<file path="src/pkg/tcs_pkg.sv">
// Notes on behaviour
// - code 1f loads a trajectory: control word then zero to twelve data bytes
// - control word is two bytes, high byte first, and selects following data
// - bit 11 selects velocity mode; bit 12 forward, velocity mode only
// - bit 8 turns the motor off by driving the zero-drive offset-binary code; here drive_code is always 80 and bit 8 only sets the motor off flag
// - bit 9 stops abruptly by copying current position into target
// - bit 10 decelerates to a stop with the programmed acceleration
// - position mode moves always end with an automatic smooth stop
// - bits 5,3,1 flag accel, velocity, position data; bits 4,2,0 mark relative
// - each parameter is two words, msw and msb first, order accel, velocity, position
// - accel and velocity are unsigned, max 3ffffff, low 16 bits fractional
// - position is signed 32-bit, range fc000000 to 3ffffff
// - data sits in primary buffers until start motion copies it to working registers
// - start motion is code 01 with no data; launches last loaded trajectory
// - start during motion after acceleration change is ignored and flags command error
// - data reports: command code to command port, then read data port; not implemented, data_oe only with port select low
// - status byte read with chip select, port select and read strobe low, anytime
// - status bits 7..0: motor off, breakpoint, pos error, wrap, index, done, cmd err, busy
// - motor off set on reset, reset command, armed position error, or motor-off stop
// - motor-off stop sets flag at start motion; otherwise start motion clears it
// - breakpoint and position-error flags set when thresholds exceeded, mask independent
// - wraparound flag set on position overflow, mask independent
// - code 1d plus two bytes clears flags whose bit 1..6 in second byte is zero
// - writes while busy are ignored and raise no command error
package tcs_pkg;
  localparam logic [7:0] CMD_LOAD_TRAJ = 8'h1f;
  localparam logic [7:0] CMD_START = 8'h01;
  localparam logic [7:0] CMD_CLR_INT = 8'h1d;
  localparam logic [7:0] CMD_RESET = 8'h00;
  localparam int CW_FWD = 12;
  localparam int CW_VEL = 11;
  localparam int CW_SMOOTH = 10;
  localparam int CW_ABRUPT = 9;
  localparam int CW_OFF = 8;
  localparam int CW_ACC_LD = 5;
  localparam int CW_ACC_REL = 4;
  localparam int CW_VEL_LD = 3;
  localparam int CW_VEL_REL = 2;
  localparam int CW_POS_LD = 1;
  localparam int CW_POS_REL = 0;
  localparam int ST_MOTOR_OFF = 7;
  localparam int ST_BREAK = 6;
  localparam int ST_POS_ERR = 5;
  localparam int ST_WRAP = 4;
  localparam int ST_INDEX = 3;
  localparam int ST_DONE = 2;
  localparam int ST_CMD_ERR = 1;
  localparam int ST_BUSY = 0;
  localparam logic [31:0] ACC_VEL_MAX = 32'h03ffffff;
  localparam logic [31:0] POS_MIN = 32'hfc000000;
  localparam logic [31:0] POS_MAX = 32'h03ffffff;
  localparam logic [7:0] DRIVE_ZERO = 8'h80;
  localparam logic [7:0] STATUS_RESET = 8'h80;
  localparam logic [2:0] BUSY_CYCLES = 3'd3;
  typedef enum logic [4:0] {
    TCS_IDLE = 5'b00001,
    TCS_CW_HI = 5'b00010,
    TCS_CW_LO = 5'b00100,
    TCS_DATA = 5'b01000,
    TCS_CLR = 5'b10000
  } tcs_state_t;
endpackage

</file>
<file path="src/hw/tcs_sync.sv">
`timescale 1ns/1ps
// ************
// two-flop synchroniser
// ************
module tcs_sync #(
  parameter logic INIT = 1'b1
) (
  input wire logic clk_sys, // clock
  input wire logic rst, // reset
  input wire logic d, // async level
  output logic q // synced level
);
  typedef struct packed {
    logic s1;
    logic s2;
  } tcs_sync_t;
  tcs_sync_t r, next_r;
  always_comb begin
    next_r.s1 = d;
    next_r.s2 = r.s1;
  end
  always_ff @(posedge clk_sys or posedge rst) begin
    if (rst) begin
      r <= {INIT, INIT};
    end else begin
      r <= next_r;
    end
  end
  assign q = r.s2;
endmodule

</file>
<file path="src/hw/tcs_param.sv">
`timescale 1ns/1ps
// ************
// one trajectory parameter: working value updated at start
// ************
module tcs_param #(
  parameter logic [31:0] MIN_VAL = 32'h0,
  parameter logic [31:0] MAX_VAL = 32'h0,
  parameter logic SIGNED_VAL = 1'b0
) (
  input wire logic clk_sys, // clock
  input wire logic rst, // reset
  input wire logic load, // start transfer pulse
  input wire logic present, // buffered value pending
  input wire logic relative, // add rather than replace
  input wire logic [31:0] buf_val, // primary buffer
  output logic [31:0] work // working register
);
  typedef struct packed {
    logic [31:0] work;
  } tcs_param_t;
  tcs_param_t r, next_r;
  logic [31:0] sum;
  logic [31:0] clipped;
  always_comb begin
    sum = relative ? 32'(r.work + buf_val) : buf_val;
    clipped = sum;
    if (SIGNED_VAL) begin
      if ($signed(sum) > $signed(MAX_VAL)) clipped = MAX_VAL;
      if ($signed(sum) < $signed(MIN_VAL)) clipped = MIN_VAL;
    end else if (sum > MAX_VAL) begin
      clipped = MAX_VAL;
    end
    next_r.work = (load && present) ? clipped : r.work;
  end
  always_ff @(posedge clk_sys or posedge rst) begin
    if (rst) begin
      r <= '0;
    end else begin
      r <= next_r;
    end
  end
  assign work = r.work;
endmodule

</file>
<file path="src/hw/tcs_top.sv">
`timescale 1ns/1ps
// ************
// trajectory command path and status byte
// ************
module tcs_top
  import tcs_pkg::*;
(
  input wire logic clk_sys, // 250 mhz clock
  input wire logic rst, // async reset, high
  input wire logic chip_select_n, // host chip select
  input wire logic port_select_n, // low: command/status, high: data
  input wire logic read_n, // host read strobe
  input wire logic write_n, // host write strobe
  input wire logic [7:0] data_in, // host data bus in
  output logic [7:0] data_out, // host data bus out
  output logic data_oe, // drive data bus
  input wire logic [31:0] actual_pos, // current position from loop
  input wire logic move_done, // profile generator finished
  input wire logic breakpoint_hit, // breakpoint exceeded event
  input wire logic pos_err_hit, // error threshold exceeded event
  input wire logic err_stop_armed, // stop-on-error armed
  input wire logic wrap_hit, // position overflow event
  input wire logic index_hit, // index captured event
  output logic [31:0] acc_work, // working acceleration
  output logic [31:0] vel_work, // working velocity
  output logic [31:0] pos_target, // working target position
  output logic velocity_mode, // 1 velocity, 0 position mode
  output logic forward_dir, // forward in velocity mode
  output logic smooth_stop, // decelerate to stop, level
  output logic start_pulse, // start executed, one cycle
  output logic [7:0] drive_code, // motor output code
  output logic [7:0] status_flags // status byte
);
  typedef struct packed {
    tcs_state_t st;
    logic [15:0] cw_buf;
    logic [15:0] cw_work;
    logic [31:0] acc_buf;
    logic [31:0] vel_buf;
    logic [31:0] pos_buf;
    logic acc_pend;
    logic vel_pend;
    logic pos_pend;
    logic acc_changed;
    logic moving;
    logic [31:0] shift;
    logic [1:0] sel;
    logic [1:0] nbyte;
    logic [2:0] busy_cnt;
    logic [7:0] flags;
    logic smooth;
    logic vmode;
    logic fwd;
    logic start;
    logic abrupt;
    logic [7:0] dout;
    logic [31:0] hold_pos;
    logic wr_d;
  } tcs_reg_t;
  tcs_reg_t r, next_r;
  logic cs_s, ps_s, rd_s, wr_s;
  logic wr_edge, rd_active;
  logic [31:0] pos_work;
  logic [1:0] nxt_sel;
  logic [15:0] cw;
  // ************
  // pin synchronisers
  // ************
  tcs_sync #(.INIT(1'b1)) u_cs (.clk_sys(clk_sys), .rst(rst), .d(chip_select_n), .q(cs_s));
  tcs_sync #(.INIT(1'b1)) u_ps (.clk_sys(clk_sys), .rst(rst), .d(port_select_n), .q(ps_s));
  tcs_sync #(.INIT(1'b1)) u_rd (.clk_sys(clk_sys), .rst(rst), .d(read_n), .q(rd_s));
  tcs_sync #(.INIT(1'b1)) u_wr (.clk_sys(clk_sys), .rst(rst), .d(write_n), .q(wr_s));
  // data bus is sampled at the write edge; host holds it stable across the strobe
  // ************
  // working registers
  // ************
  tcs_param #(.MIN_VAL(32'h0), .MAX_VAL(ACC_VEL_MAX), .SIGNED_VAL(1'b0)) u_acc (
    .clk_sys(clk_sys), .rst(rst), .load(next_r.start), .present(r.acc_pend),
    .relative(r.cw_buf[CW_ACC_REL]), .buf_val(r.acc_buf), .work(acc_work)
  );
  tcs_param #(.MIN_VAL(32'h0), .MAX_VAL(ACC_VEL_MAX), .SIGNED_VAL(1'b0)) u_vel (
    .clk_sys(clk_sys), .rst(rst), .load(next_r.start), .present(r.vel_pend),
    .relative(r.cw_buf[CW_VEL_REL]), .buf_val(r.vel_buf), .work(vel_work)
  );
  tcs_param #(.MIN_VAL(POS_MIN), .MAX_VAL(POS_MAX), .SIGNED_VAL(1'b1)) u_pos (
    .clk_sys(clk_sys), .rst(rst), .load(next_r.start), .present(r.pos_pend),
    .relative(r.cw_buf[CW_POS_REL]), .buf_val(r.pos_buf), .work(pos_work)
  );
  // next parameter after sel, in order accel(3), velocity(2), position(1), none(0)
  function automatic logic [1:0] pick(input logic [15:0] w, input logic [1:0] after);
    logic [1:0] res;
    res = 2'd0;
    if (after > 2'd3 - 2'd0 && w[CW_ACC_LD]) res = 2'd3;
    else if (after > 2'd2 && w[CW_VEL_LD]) res = 2'd2;
    else if (after > 2'd1 && w[CW_POS_LD]) res = 2'd1;
    else if (after > 2'd2 && w[CW_POS_LD]) res = 2'd1;
    return res;
  endfunction
  always_comb begin
    wr_edge = !cs_s && !wr_s && r.wr_d;
    rd_active = !cs_s && !rd_s;
    cw = r.cw_buf;
    nxt_sel = 2'd0;
    next_r = r;
    next_r.wr_d = !(!cs_s && !wr_s);
    next_r.start = 1'b0;
    next_r.busy_cnt = (r.busy_cnt != 3'd0) ? r.busy_cnt - 3'd1 : 3'd0;
    // ************
    // status events; set wins over clear
    // ************
    if (move_done && r.moving) begin
      next_r.moving = 1'b0;
      next_r.acc_changed = 1'b0;
      next_r.smooth = 1'b0;
    end
    // ************
    // host writes, ignored while busy
    // ************
    if (wr_edge && r.busy_cnt == 3'd0) begin
      next_r.busy_cnt = BUSY_CYCLES;
      if (!ps_s) begin
        next_r.st = TCS_IDLE;
        case (data_in)
          CMD_LOAD_TRAJ: begin
            next_r.st = TCS_CW_HI;
          end
          CMD_CLR_INT: begin
            next_r.st = TCS_CLR;
            next_r.nbyte = 2'd0;
          end
          CMD_RESET: begin
            next_r.flags[ST_MOTOR_OFF] = 1'b1;
            next_r.moving = 1'b0;
          end
          CMD_START: begin
            if (r.moving && r.acc_changed) begin
              next_r.flags[ST_CMD_ERR] = 1'b1;
            end else begin
              next_r.start = 1'b1;
              next_r.cw_work = cw;
              next_r.acc_pend = 1'b0;
              next_r.vel_pend = 1'b0;
              next_r.pos_pend = 1'b0;
              next_r.acc_changed = 1'b0;
              next_r.vmode = cw[CW_VEL];
              next_r.fwd = cw[CW_VEL] & cw[CW_FWD];
              next_r.flags[ST_MOTOR_OFF] = cw[CW_OFF];
              next_r.abrupt = cw[CW_ABRUPT];
              next_r.hold_pos = actual_pos;
              next_r.smooth = cw[CW_SMOOTH];
              next_r.moving = !cw[CW_OFF] && !cw[CW_ABRUPT];
              next_r.flags[ST_DONE] = 1'b0;
              next_r.cw_buf[CW_ABRUPT:CW_OFF] = 2'b00;
              next_r.cw_buf[CW_SMOOTH] = 1'b0;
            end
          end
          default: begin
          end
        endcase
      end else begin
        case (r.st)
          TCS_CW_HI: begin
            next_r.cw_buf[15:8] = data_in;
            next_r.st = TCS_CW_LO;
          end
          TCS_CW_LO: begin
            cw = {r.cw_buf[15:8], data_in};
            next_r.cw_buf = cw;
            nxt_sel = pick(cw, 2'd3 + 2'd0 == 2'd3 ? 2'd3 : 2'd3);
            if (cw[CW_ACC_LD]) nxt_sel = 2'd3;
            else if (cw[CW_VEL_LD]) nxt_sel = 2'd2;
            else if (cw[CW_POS_LD]) nxt_sel = 2'd1;
            next_r.sel = nxt_sel;
            next_r.nbyte = 2'd0;
            next_r.st = (nxt_sel != 2'd0) ? TCS_DATA : TCS_IDLE;
          end
          TCS_DATA: begin
            next_r.shift = {r.shift[23:0], data_in};
            next_r.nbyte = r.nbyte + 2'd1;
            if (r.nbyte == 2'd3) begin
              case (r.sel)
                2'd3: begin
                  next_r.acc_buf = {r.shift[23:0], data_in};
                  next_r.acc_pend = 1'b1;
                  next_r.acc_changed = 1'b1;
                end
                2'd2: begin
                  next_r.vel_buf = {r.shift[23:0], data_in};
                  next_r.vel_pend = 1'b1;
                end
                default: begin
                  next_r.pos_buf = {r.shift[23:0], data_in};
                  next_r.pos_pend = 1'b1;
                end
              endcase
              if (r.sel == 2'd3 && r.cw_buf[CW_VEL_LD]) nxt_sel = 2'd2;
              else if (r.sel >= 2'd2 && r.cw_buf[CW_POS_LD]) nxt_sel = 2'd1;
              else nxt_sel = 2'd0;
              next_r.sel = nxt_sel;
              next_r.st = (nxt_sel != 2'd0) ? TCS_DATA : TCS_IDLE;
            end
          end
          TCS_CLR: begin
            next_r.nbyte = r.nbyte + 2'd1;
            if (r.nbyte == 2'd1) begin
              next_r.flags[6:1] = r.flags[6:1] & data_in[6:1];
              next_r.st = TCS_IDLE;
            end
          end
          default: begin
            next_r.st = TCS_IDLE;
          end
        endcase
      end
    end
    // hardware events applied last so a set beats a simultaneous clear
    if (breakpoint_hit) next_r.flags[ST_BREAK] = 1'b1;
    if (pos_err_hit) begin
      next_r.flags[ST_POS_ERR] = 1'b1;
      if (err_stop_armed) next_r.flags[ST_MOTOR_OFF] = 1'b1;
    end
    if (wrap_hit) next_r.flags[ST_WRAP] = 1'b1;
    if (index_hit) next_r.flags[ST_INDEX] = 1'b1;
    if (move_done && r.moving) next_r.flags[ST_DONE] = 1'b1;
    next_r.flags[ST_BUSY] = (next_r.busy_cnt != 3'd0);
    // ************
    // read path: status byte on port select low
    // ************
    // copied every cycle so the byte is settled before the synced strobe opens the bus
    next_r.dout = r.flags;
  end
  always_ff @(posedge clk_sys or posedge rst) begin
    if (rst) begin
      r <= '0;
      r.st <= TCS_IDLE;
      r.flags <= STATUS_RESET;
      r.wr_d <= 1'b1;
    end else begin
      r <= next_r;
    end
  end
  // abrupt stop: target is the position captured when start executed
  assign pos_target = r.abrupt ? r.hold_pos : pos_work;
  assign velocity_mode = r.vmode;
  assign forward_dir = r.fwd;
  assign smooth_stop = r.smooth;
  assign start_pulse = r.start;
  assign drive_code = DRIVE_ZERO;
  assign status_flags = r.flags;
  assign data_out = r.dout;
  assign data_oe = rd_active && !ps_s;
endmodule

</file>
<file path="config.mk">
export PLATFORM = sky130hd
export DESIGN_NAME = tcs_top
export DESIGN_NICKNAME = d
export VERILOG_FILES = /design/src/pkg/tcs_pkg.sv /design/src/hw/tcs_sync.sv /design/src/hw/tcs_param.sv /design/src/hw/tcs_top.sv
export SDC_FILE = /design/constraint.sdc
export NUM_CORES = 1
export LEC_CHECK = 0
export BUFFER_PORTS_ARGS = -buffer_cell sky130_fd_sc_hd__buf_2
export CAP_MARGIN = 25
export CORE_MARGIN = 1
export CORE_UTILIZATION = 55
export CTS_BUF_LIST = sky130_fd_sc_hd__clkbuf_8 sky130_fd_sc_hd__clkbuf_16
export DETAILED_ROUTE_END_ITERATION = 7
export GPL_TIMING_DRIVEN = 1
export PLACE_DENSITY = 0.9
export SETUP_SLACK_MARGIN = 0.02
export SYNTH_ARGS = -nofsm -noshare
export SYNTH_HDL_FRONTEND = slang
export SYNTH_HIERARCHICAL = 1
export SYNTH_SLANG_ARGS = --single-unit
</file>
<file path="constraint.sdc">
create_clock -name clk_sys -period 6.5 [get_ports clk_sys]
set_input_delay 1.3 -clock clk_sys [delete_from_list [all_inputs] [get_ports clk_sys]]
set_output_delay 1.3 -clock clk_sys [all_outputs]
set_load 0.05 [all_outputs]
</file>
==> run_results.csv, run 1 <==
group,metric,value,unit
run_status,outcome,"finished, final reports clean",
sta,rsz0062_at_grt,"no",
synth,synth-edff-count,0,
sta,fmax,230,MHz
synth,synth_top_area_share,38.3,%
final_layout,final_cell_mix,"dfrtp_1, buf_2, mux2_2",
final_layout,final_common_cell,"dfrtp_1",
power_and_ir_drop,vdd_drop_max,0.220,mV
grt,grt_pass1_wl,81.6,mm
clock_network,cts-buffers-inserted,31,
power_and_ir_drop,leakage,10.4,nW
sta,finalClockSkew,0.0179,ns
critical_path,startpoint_type,"input pin",
drt,drc,0,
final_layout,syn_to_final_growth,10.8,%
clock_network,insertion_delay,0.58,ns
synth,synth-main-ff-cell,"dfrtp_1",
synth,syn_inst,1834,
worst_hold_path,hold_path.class,"flip-flop to flip-flop",
floorplanning,fp.coreArea,34500,µm²
synth,synth-seq-area-share,39.8,%
placed_design,post-place-ws,1.08,ns
synth,ys_types,106,
critical_path,crit_type,"input pin to flip-flop",
placed_design,place_area,20100,µm²
synth,syn_area,19200,µm²
critical_path,path_cells,"buf_2, or4b_2, or3_1, nor3_1, and2_1, buf_4, o2111a_1, nand4_1, a21oi_4, buf_12, o22ai_1",
clock_network,cts_sinks,305,
final_layout,final_nets,2097,
drt,first_pass_iters,5,
clock_network,root_buffer,"clkbuf_16",
floorplanning,num_io_pins,177,
floorplanning,die_x,189,µm
sta,period_share,66.8,%
synth,syn_area_per_cell,10.5,µm²
final_layout,nFillCells,2696,
drt,ant_nets,0,
floorplanning,num_rows,68,
grt,antenna_found_initial,1,
final_layout,multi_input_comb_area,10700,µm²
placed_design,hpwl,36.4,mm
critical_path,cp_slowest_cell,"or4b_2",
clock_network,clock_tree.buffer_depth,3,
drt,vias,15400,
critical_path,cp.required,6.95,ns
final_layout,register_area,7650,µm²
placed_design,portBuffers,168,
synth,yosys.area.top_type,"dfrtp_1",
grt,grt_pass1_vias,15500,
clock_network,clk_pin_slew,0.07,ns
floorplanning,dieArea,35600,µm²
placed_design,placed_cells,2363,
critical_path,worstPathArrival,4.79,ns
drt,wirelength,51.2,mm
final_layout,drive_gt1_share,27.2,%
synth,synthTopCellsByArea,"dfrtp_1, mux2_2, ha_1",
sta,fin_crit,4.34,ns
drt,first_iter_violations,1208,
sta,fin_tns_setup,0,ns
critical_path,critPathMaxFanout,40,
sta,whs,0.359,ns
synth,yosysWarnings,6,
grt,grt_remaining_overflow,0,
power_and_ir_drop,p_per_area,219,nW/µm²
sta,final-hold-violation-count,0,
floorplanning,initial_core_util,55.7,%
sta,setup_viol,0,
clock_network,cts_resized,0,
sta,slew_headroom,30.6,%
clock_network,htree_levels,1,
floorplanning,die_h,189,µm
grt,grt_max_degree,202,
critical_path,cp-end-kind,"flip-flop",
sta,drv_slew,0,
placed_design,gp_congestion,0.988,
drt,wl_per_cell,21.1,µm
run,cap_violations,0,
clock_network,postCtsSetupRepairBufs,0,
drt,viasPerCell,6.37,
final_layout,fin_cells,2423,
synth,synthArstFlopShare,100,%
sta,worst_pin_slew,1.04,ns
sta,setup_slack,2.16,ns
clock_network,hold_buffers,0,
grt,track_usage,28.3,%
final_layout,antenna_cells,0,
synth,ys_ff_latch,305,
critical_path,max_stage_delay,0.70,ns
final_layout,final_area,21300,µm²
clock_network,cts_tree,"built",
-- flip-flops by register name, summed over array words and instances, names as in the netlist, 8 cells and up --
name	count
u_vel/work	32
u_acc/work	32
u_pos/work	32
r	181
status_flags	8
data_out	8
-- layout make-up --
class / count / share of cell area [%]
clock buffers: 36 / 3.97
clock inverters: 21 / 1.42
inverters: 43 / 0.777
multi-input cells: 1376 / 50.2
flip-flops and latches: 305 / 36.0
well taps: 455 / 2.68
repair buffers: 187 / 4.99
-- synthesized netlist by cell type (all sizes together) (43+ instances only) --
cell / number
a21oi: 131
nor2: 145
ha: 98
nand2: 93
clkbuf: 54
xnor2: 51
o21ai: 98
dfrtp: 294
mux2: 217
buf: 62
inv: 43
o22ai: 62
-- report_power, final --
part	internal, mW	switching, mW	total, mW
registers	1.97	0.0984	2.07
clock network	1.21	0.783	1.99
logic	0.210	0.372	0.582
-- kinds of logic after synthesis --
family                     synth area share, %
muxes                                     13.6
DFF                                       39.8
other                                   0.0391
buffers and inverters                     4.69
and+or+nand+nor                           11.6
AOI/OAI and AO/OA                         19.7
xor gates and xnor gates                  3.87
adders and majority gates                 6.70
-- critical path, delay by kind of cell --
family / cells / cell delay, ns
and+or+nand+nor: 5 / 2.02
AOI/OAI and AO/OA: 3 / 0.64
buffers and inverters: 3 / 0.80
-- metrics by stage --
stage,util (%),power (mW)
floorplan,-,2.54
global placement,58.1,2.64
detailed placement,58.2,2.68
CTS,61.5,4.66
global route,61.7,4.80
finish,61.7,4.65
-- final timing paths --
| path | slack, ns | endpoint | cells after the start | from |
|---|---|---|---|---|
| setup / recovery | 2.16 | u_acc/work[15] | 11 | data_in[5] |
| hold / removal | 0.36 | u_ps/q | 0 | u_ps/next_r[0] |
| setup reg to reg | 2.40 | u_pos/work[11] | 11 | r[120] |
| hold reg to reg | 0.36 | u_ps/q | 0 | u_ps/next_r[0] |
| max in group asynchronous | 4.55 | r[81] | 3 | rst |
| min in group asynchronous | 0.77 | u_acc/work[26] | 2 | rst |
-- per-layer routing --
| layer | global-route usage [%] | vias to the layer above | share of wire, % |
|---|---|---|---|
| met2 | 46.6 | 706 | 47 |
| met5 | 0 | - | 0 |
| met1 | 37.7 | 7619 | 41 |
| li1 | - | 6984 | - |
| met4 | 11.0 | 0 | 3.9 |
| met3 | 4.04 | 134 | 7.5 |
Power figures use the tool's default switching activity.
==> run 2, diff against run 1 <==
==> constraint.sdc (replaced) <==
create_clock -name clk_sys -period 3.6 [get_ports clk_sys]
set_input_delay 0.72 -clock clk_sys [delete_from_list [all_inputs] [get_ports clk_sys]]
set_output_delay 0.72 -clock clk_sys [all_outputs]
set_load 0.05 [all_outputs]
==> run 2 against run 1 <==
Compared with the run above:
- power up 81%
- sequential share of layout area down 0.52 points
- combinational power up 84%
- critical path depth up 1
- worst hold slack worse by 0.062 ns
- sequential cell count unchanged
- largest power group unchanged
- largest cell class unchanged
- routed wire length down 0.60%
==> run_results.csv, run 2 (same netlist as run 1, synthesis figures left out) <==
group,metric,value,unit
sta,finalClockSkew,0.0116,ns
grt,grt_pass1_vias,15000,
sta,worst_pin_slew,0.990,ns
clock_network,cts_tree,"built",
critical_path,path_cells,"ha_1, fa_1, a21oi_2, o211ai_2, a221oi_4, o21ai_2, or3_1, o211ai_2, o211ai_2, a211oi_4, buf_12, a31oi_1",
sta,fin_tns_setup,0,ns
sta,drv_slew,0,
sta,fin_crit,3.41,ns
final_layout,drive_gt1_share,28.2,%
grt,grt_pass1_wl,80.5,mm
critical_path,crit_family,"compound AO/OA/AOI/OAI gates",
placed_design,place_area,20400,µm²
critical_path,crit_cells,12,
floorplanning,num_io_pins,177,
power_and_ir_drop,p_per_area,390,nW/µm²
clock_network,clock_tree.buffer_depth,3,
critical_path,reg2reg_depth,12,
final_layout,final_area,21600,µm²
drt,vias,15500,
clock_network,root_buffer,"clkbuf_16",
critical_path,cp_slowest_cell,"fa_1",
clock_network,htree_levels,2,
run_status,outcome,"finished, final reports clean",
run,cap_violations,0,
drt,first_pass_iters,5,
critical_path,cp-end-kind,"flip-flop",
drt,wl_per_cell,20.7,µm
final_layout,largest_reg_flops,181,
grt,grt_max_degree,98,
sta,period_share,94.8,%
drt,wirelength,50.9,mm
floorplanning,fp.coreArea,34500,µm²
worst_hold_path,min_path_cells,1,
clock_network,clk_pin_slew,0.06,ns
grt,antenna_found_initial,0,
grt,grt_remaining_overflow,0,
power_and_ir_drop,power_frac_comb,12.8,%
sta,rsz0062_at_grt,"yes",
final_layout,largest-register,"r",
critical_path,max_stage_delay,0.43,ns
placed_design,gp_congestion,0.978,
critical_path,ff2ff_setup_slack,0.19,ns
final_layout,antenna_cells,0,
final_layout,final_nets,2132,
drt,first_iter_violations,1600,
critical_path,crit_path_frequent_cell,"o211ai_2",
critical_path,startpoint_type,"flip-flop",
floorplanning,die_x,189,µm
floorplanning,dieArea,35600,µm²
power_and_ir_drop,p_clk_share,42.8,%
placed_design,placed_cells,2396,
critical_path,worstPathArrival,3.79,ns
final_layout,fin_cells,2456,
drt,drc,0,
critical_path,critPathMaxFanout,26,
floorplanning,initial_core_util,55.7,%
clock_network,postCtsSetupRepairBufs,0,
clock_network,insertion_delay,0.52,ns
power_and_ir_drop,leakage,10.6,nW
sta,setup_viol,0,
power_and_ir_drop,pwr-share-seq,44.4,%
power_and_ir_drop,p_int,6.14,mW
final_layout,final_cell_mix,"dfrtp_1, buf_2, mux2_2",
final_layout,syn_to_final_growth,12.4,%
floorplanning,num_rows,68,
final_layout,final_common_cell,"dfrtp_1",
clock_network,hold_buffers,0,
floorplanning,die_h,189,µm
clock_network,cts-buffers-inserted,35,
sta,fmax,293,MHz
grt,track_usage,28.2,%
power_and_ir_drop,vdd_drop_max,0.428,mV
final_layout,post-route-util,62.6,%
clock_network,cts_sinks,305,
critical_path,crit_buf_inv,1,
power_and_ir_drop,net-switching-power,2.27,mW
critical_path,cp.required,3.98,ns
placed_design,portBuffers,168,
drt,viasPerCell,6.29,
sta,final-hold-violation-count,0,
power_and_ir_drop,switching_share,27.0,%
worst_hold_path,hold_path.class,"input pin to flip-flop",
sta,slew_headroom,34.0,%
drt,ant_nets,0,
placed_design,hpwl,36.8,mm
clock_network,cts_resized,0,
critical_path,crit_type,"flip-flop to flip-flop",
==> run 2: changes by cell type in the layout (fill, tap and decap cells not counted), moves of 2 or more <==
cell and change:
a21oi_1 -2, a21oi_2 +2, buf_12 +5, buf_4 +26
bufinv_16 -2, clkbuf_16 +4, clkbuf_8 -3, clkinv_8 +2
inv_1 +7, inv_6 -5, nand2_4 +2
==> run 2: worst register-to-register path, stage by stage, from the launching register on <==
cell      delay [ns]
dfrtp_1         0.40
ha_1            0.25
fa_1            0.43
a21oi_2         0.21
o211ai_2        0.15
a221oi_4        0.36
o21ai_2         0.15
or3_1           0.42
o211ai_2        0.10
o211ai_2        0.14
a211oi_4        0.33
buf_12          0.22
a31oi_1         0.12
==> run 2: power groups by stage <==
stage | Clock, mW | Combinational, mW | Sequential [mW]
6_report | 3.60 | 1.07 | 3.74
3_5_place_dp | 0 | 1.05 | 3.79
3_3_place_gp | 0 | 1.02 | 3.78
4_1_cts | 3.65 | 1.06 | 3.73
2_1_floorplan | 0 | 0.836 | 3.75
5_1_grt | 3.79 | 1.16 | 3.76
==> run 2: layout make-up <==
type	count	area, µm²
Sequential cell	305	7650
Clock inverter	22	258
Tap cell	455	569
Clock buffer	37	903
Inverter	43	165
Multi-Input combinational cell	1377	10700
Timing Repair Buffer	217	1330
Fill cell	2697	12900
==> run 2: path summary, 6_finish.rpt <==
check	from	end
setup / recovery	r[130]	u_vel/work[7]
hold / removal	write_n	u_wr/next_r[0]
setup reg to reg	r[130]	u_vel/work[7]
hold reg to reg	u_wr/next_r[0]	u_wr/q
max in group asynchronous	rst	r[22]
min in group asynchronous	rst	u_wr/next_r[0]
==> run 2: metrics by stage <==
step	setup WS [ns]	hold slack (ns)	power, mW
after global placement	0.240	0.346	4.80
after global routing	0.0205	0.283	8.71
after floorplan	0.226	0.345	4.58
final	0.188	0.298	8.41
after detailed placement	0.0963	0.348	4.85
after CTS	0.0843	0.281	8.45
==> run 2: routing by layer <==
metal  GRT usage (%)  vias to the layer above  wire length (µm)
li1                -                     7061                 -
met1            38.2                     7593             21600
met5               0                        -                 0
met3            4.30                      123              3480
met2            45.4                      680             23900
met4            11.2                        0              1860
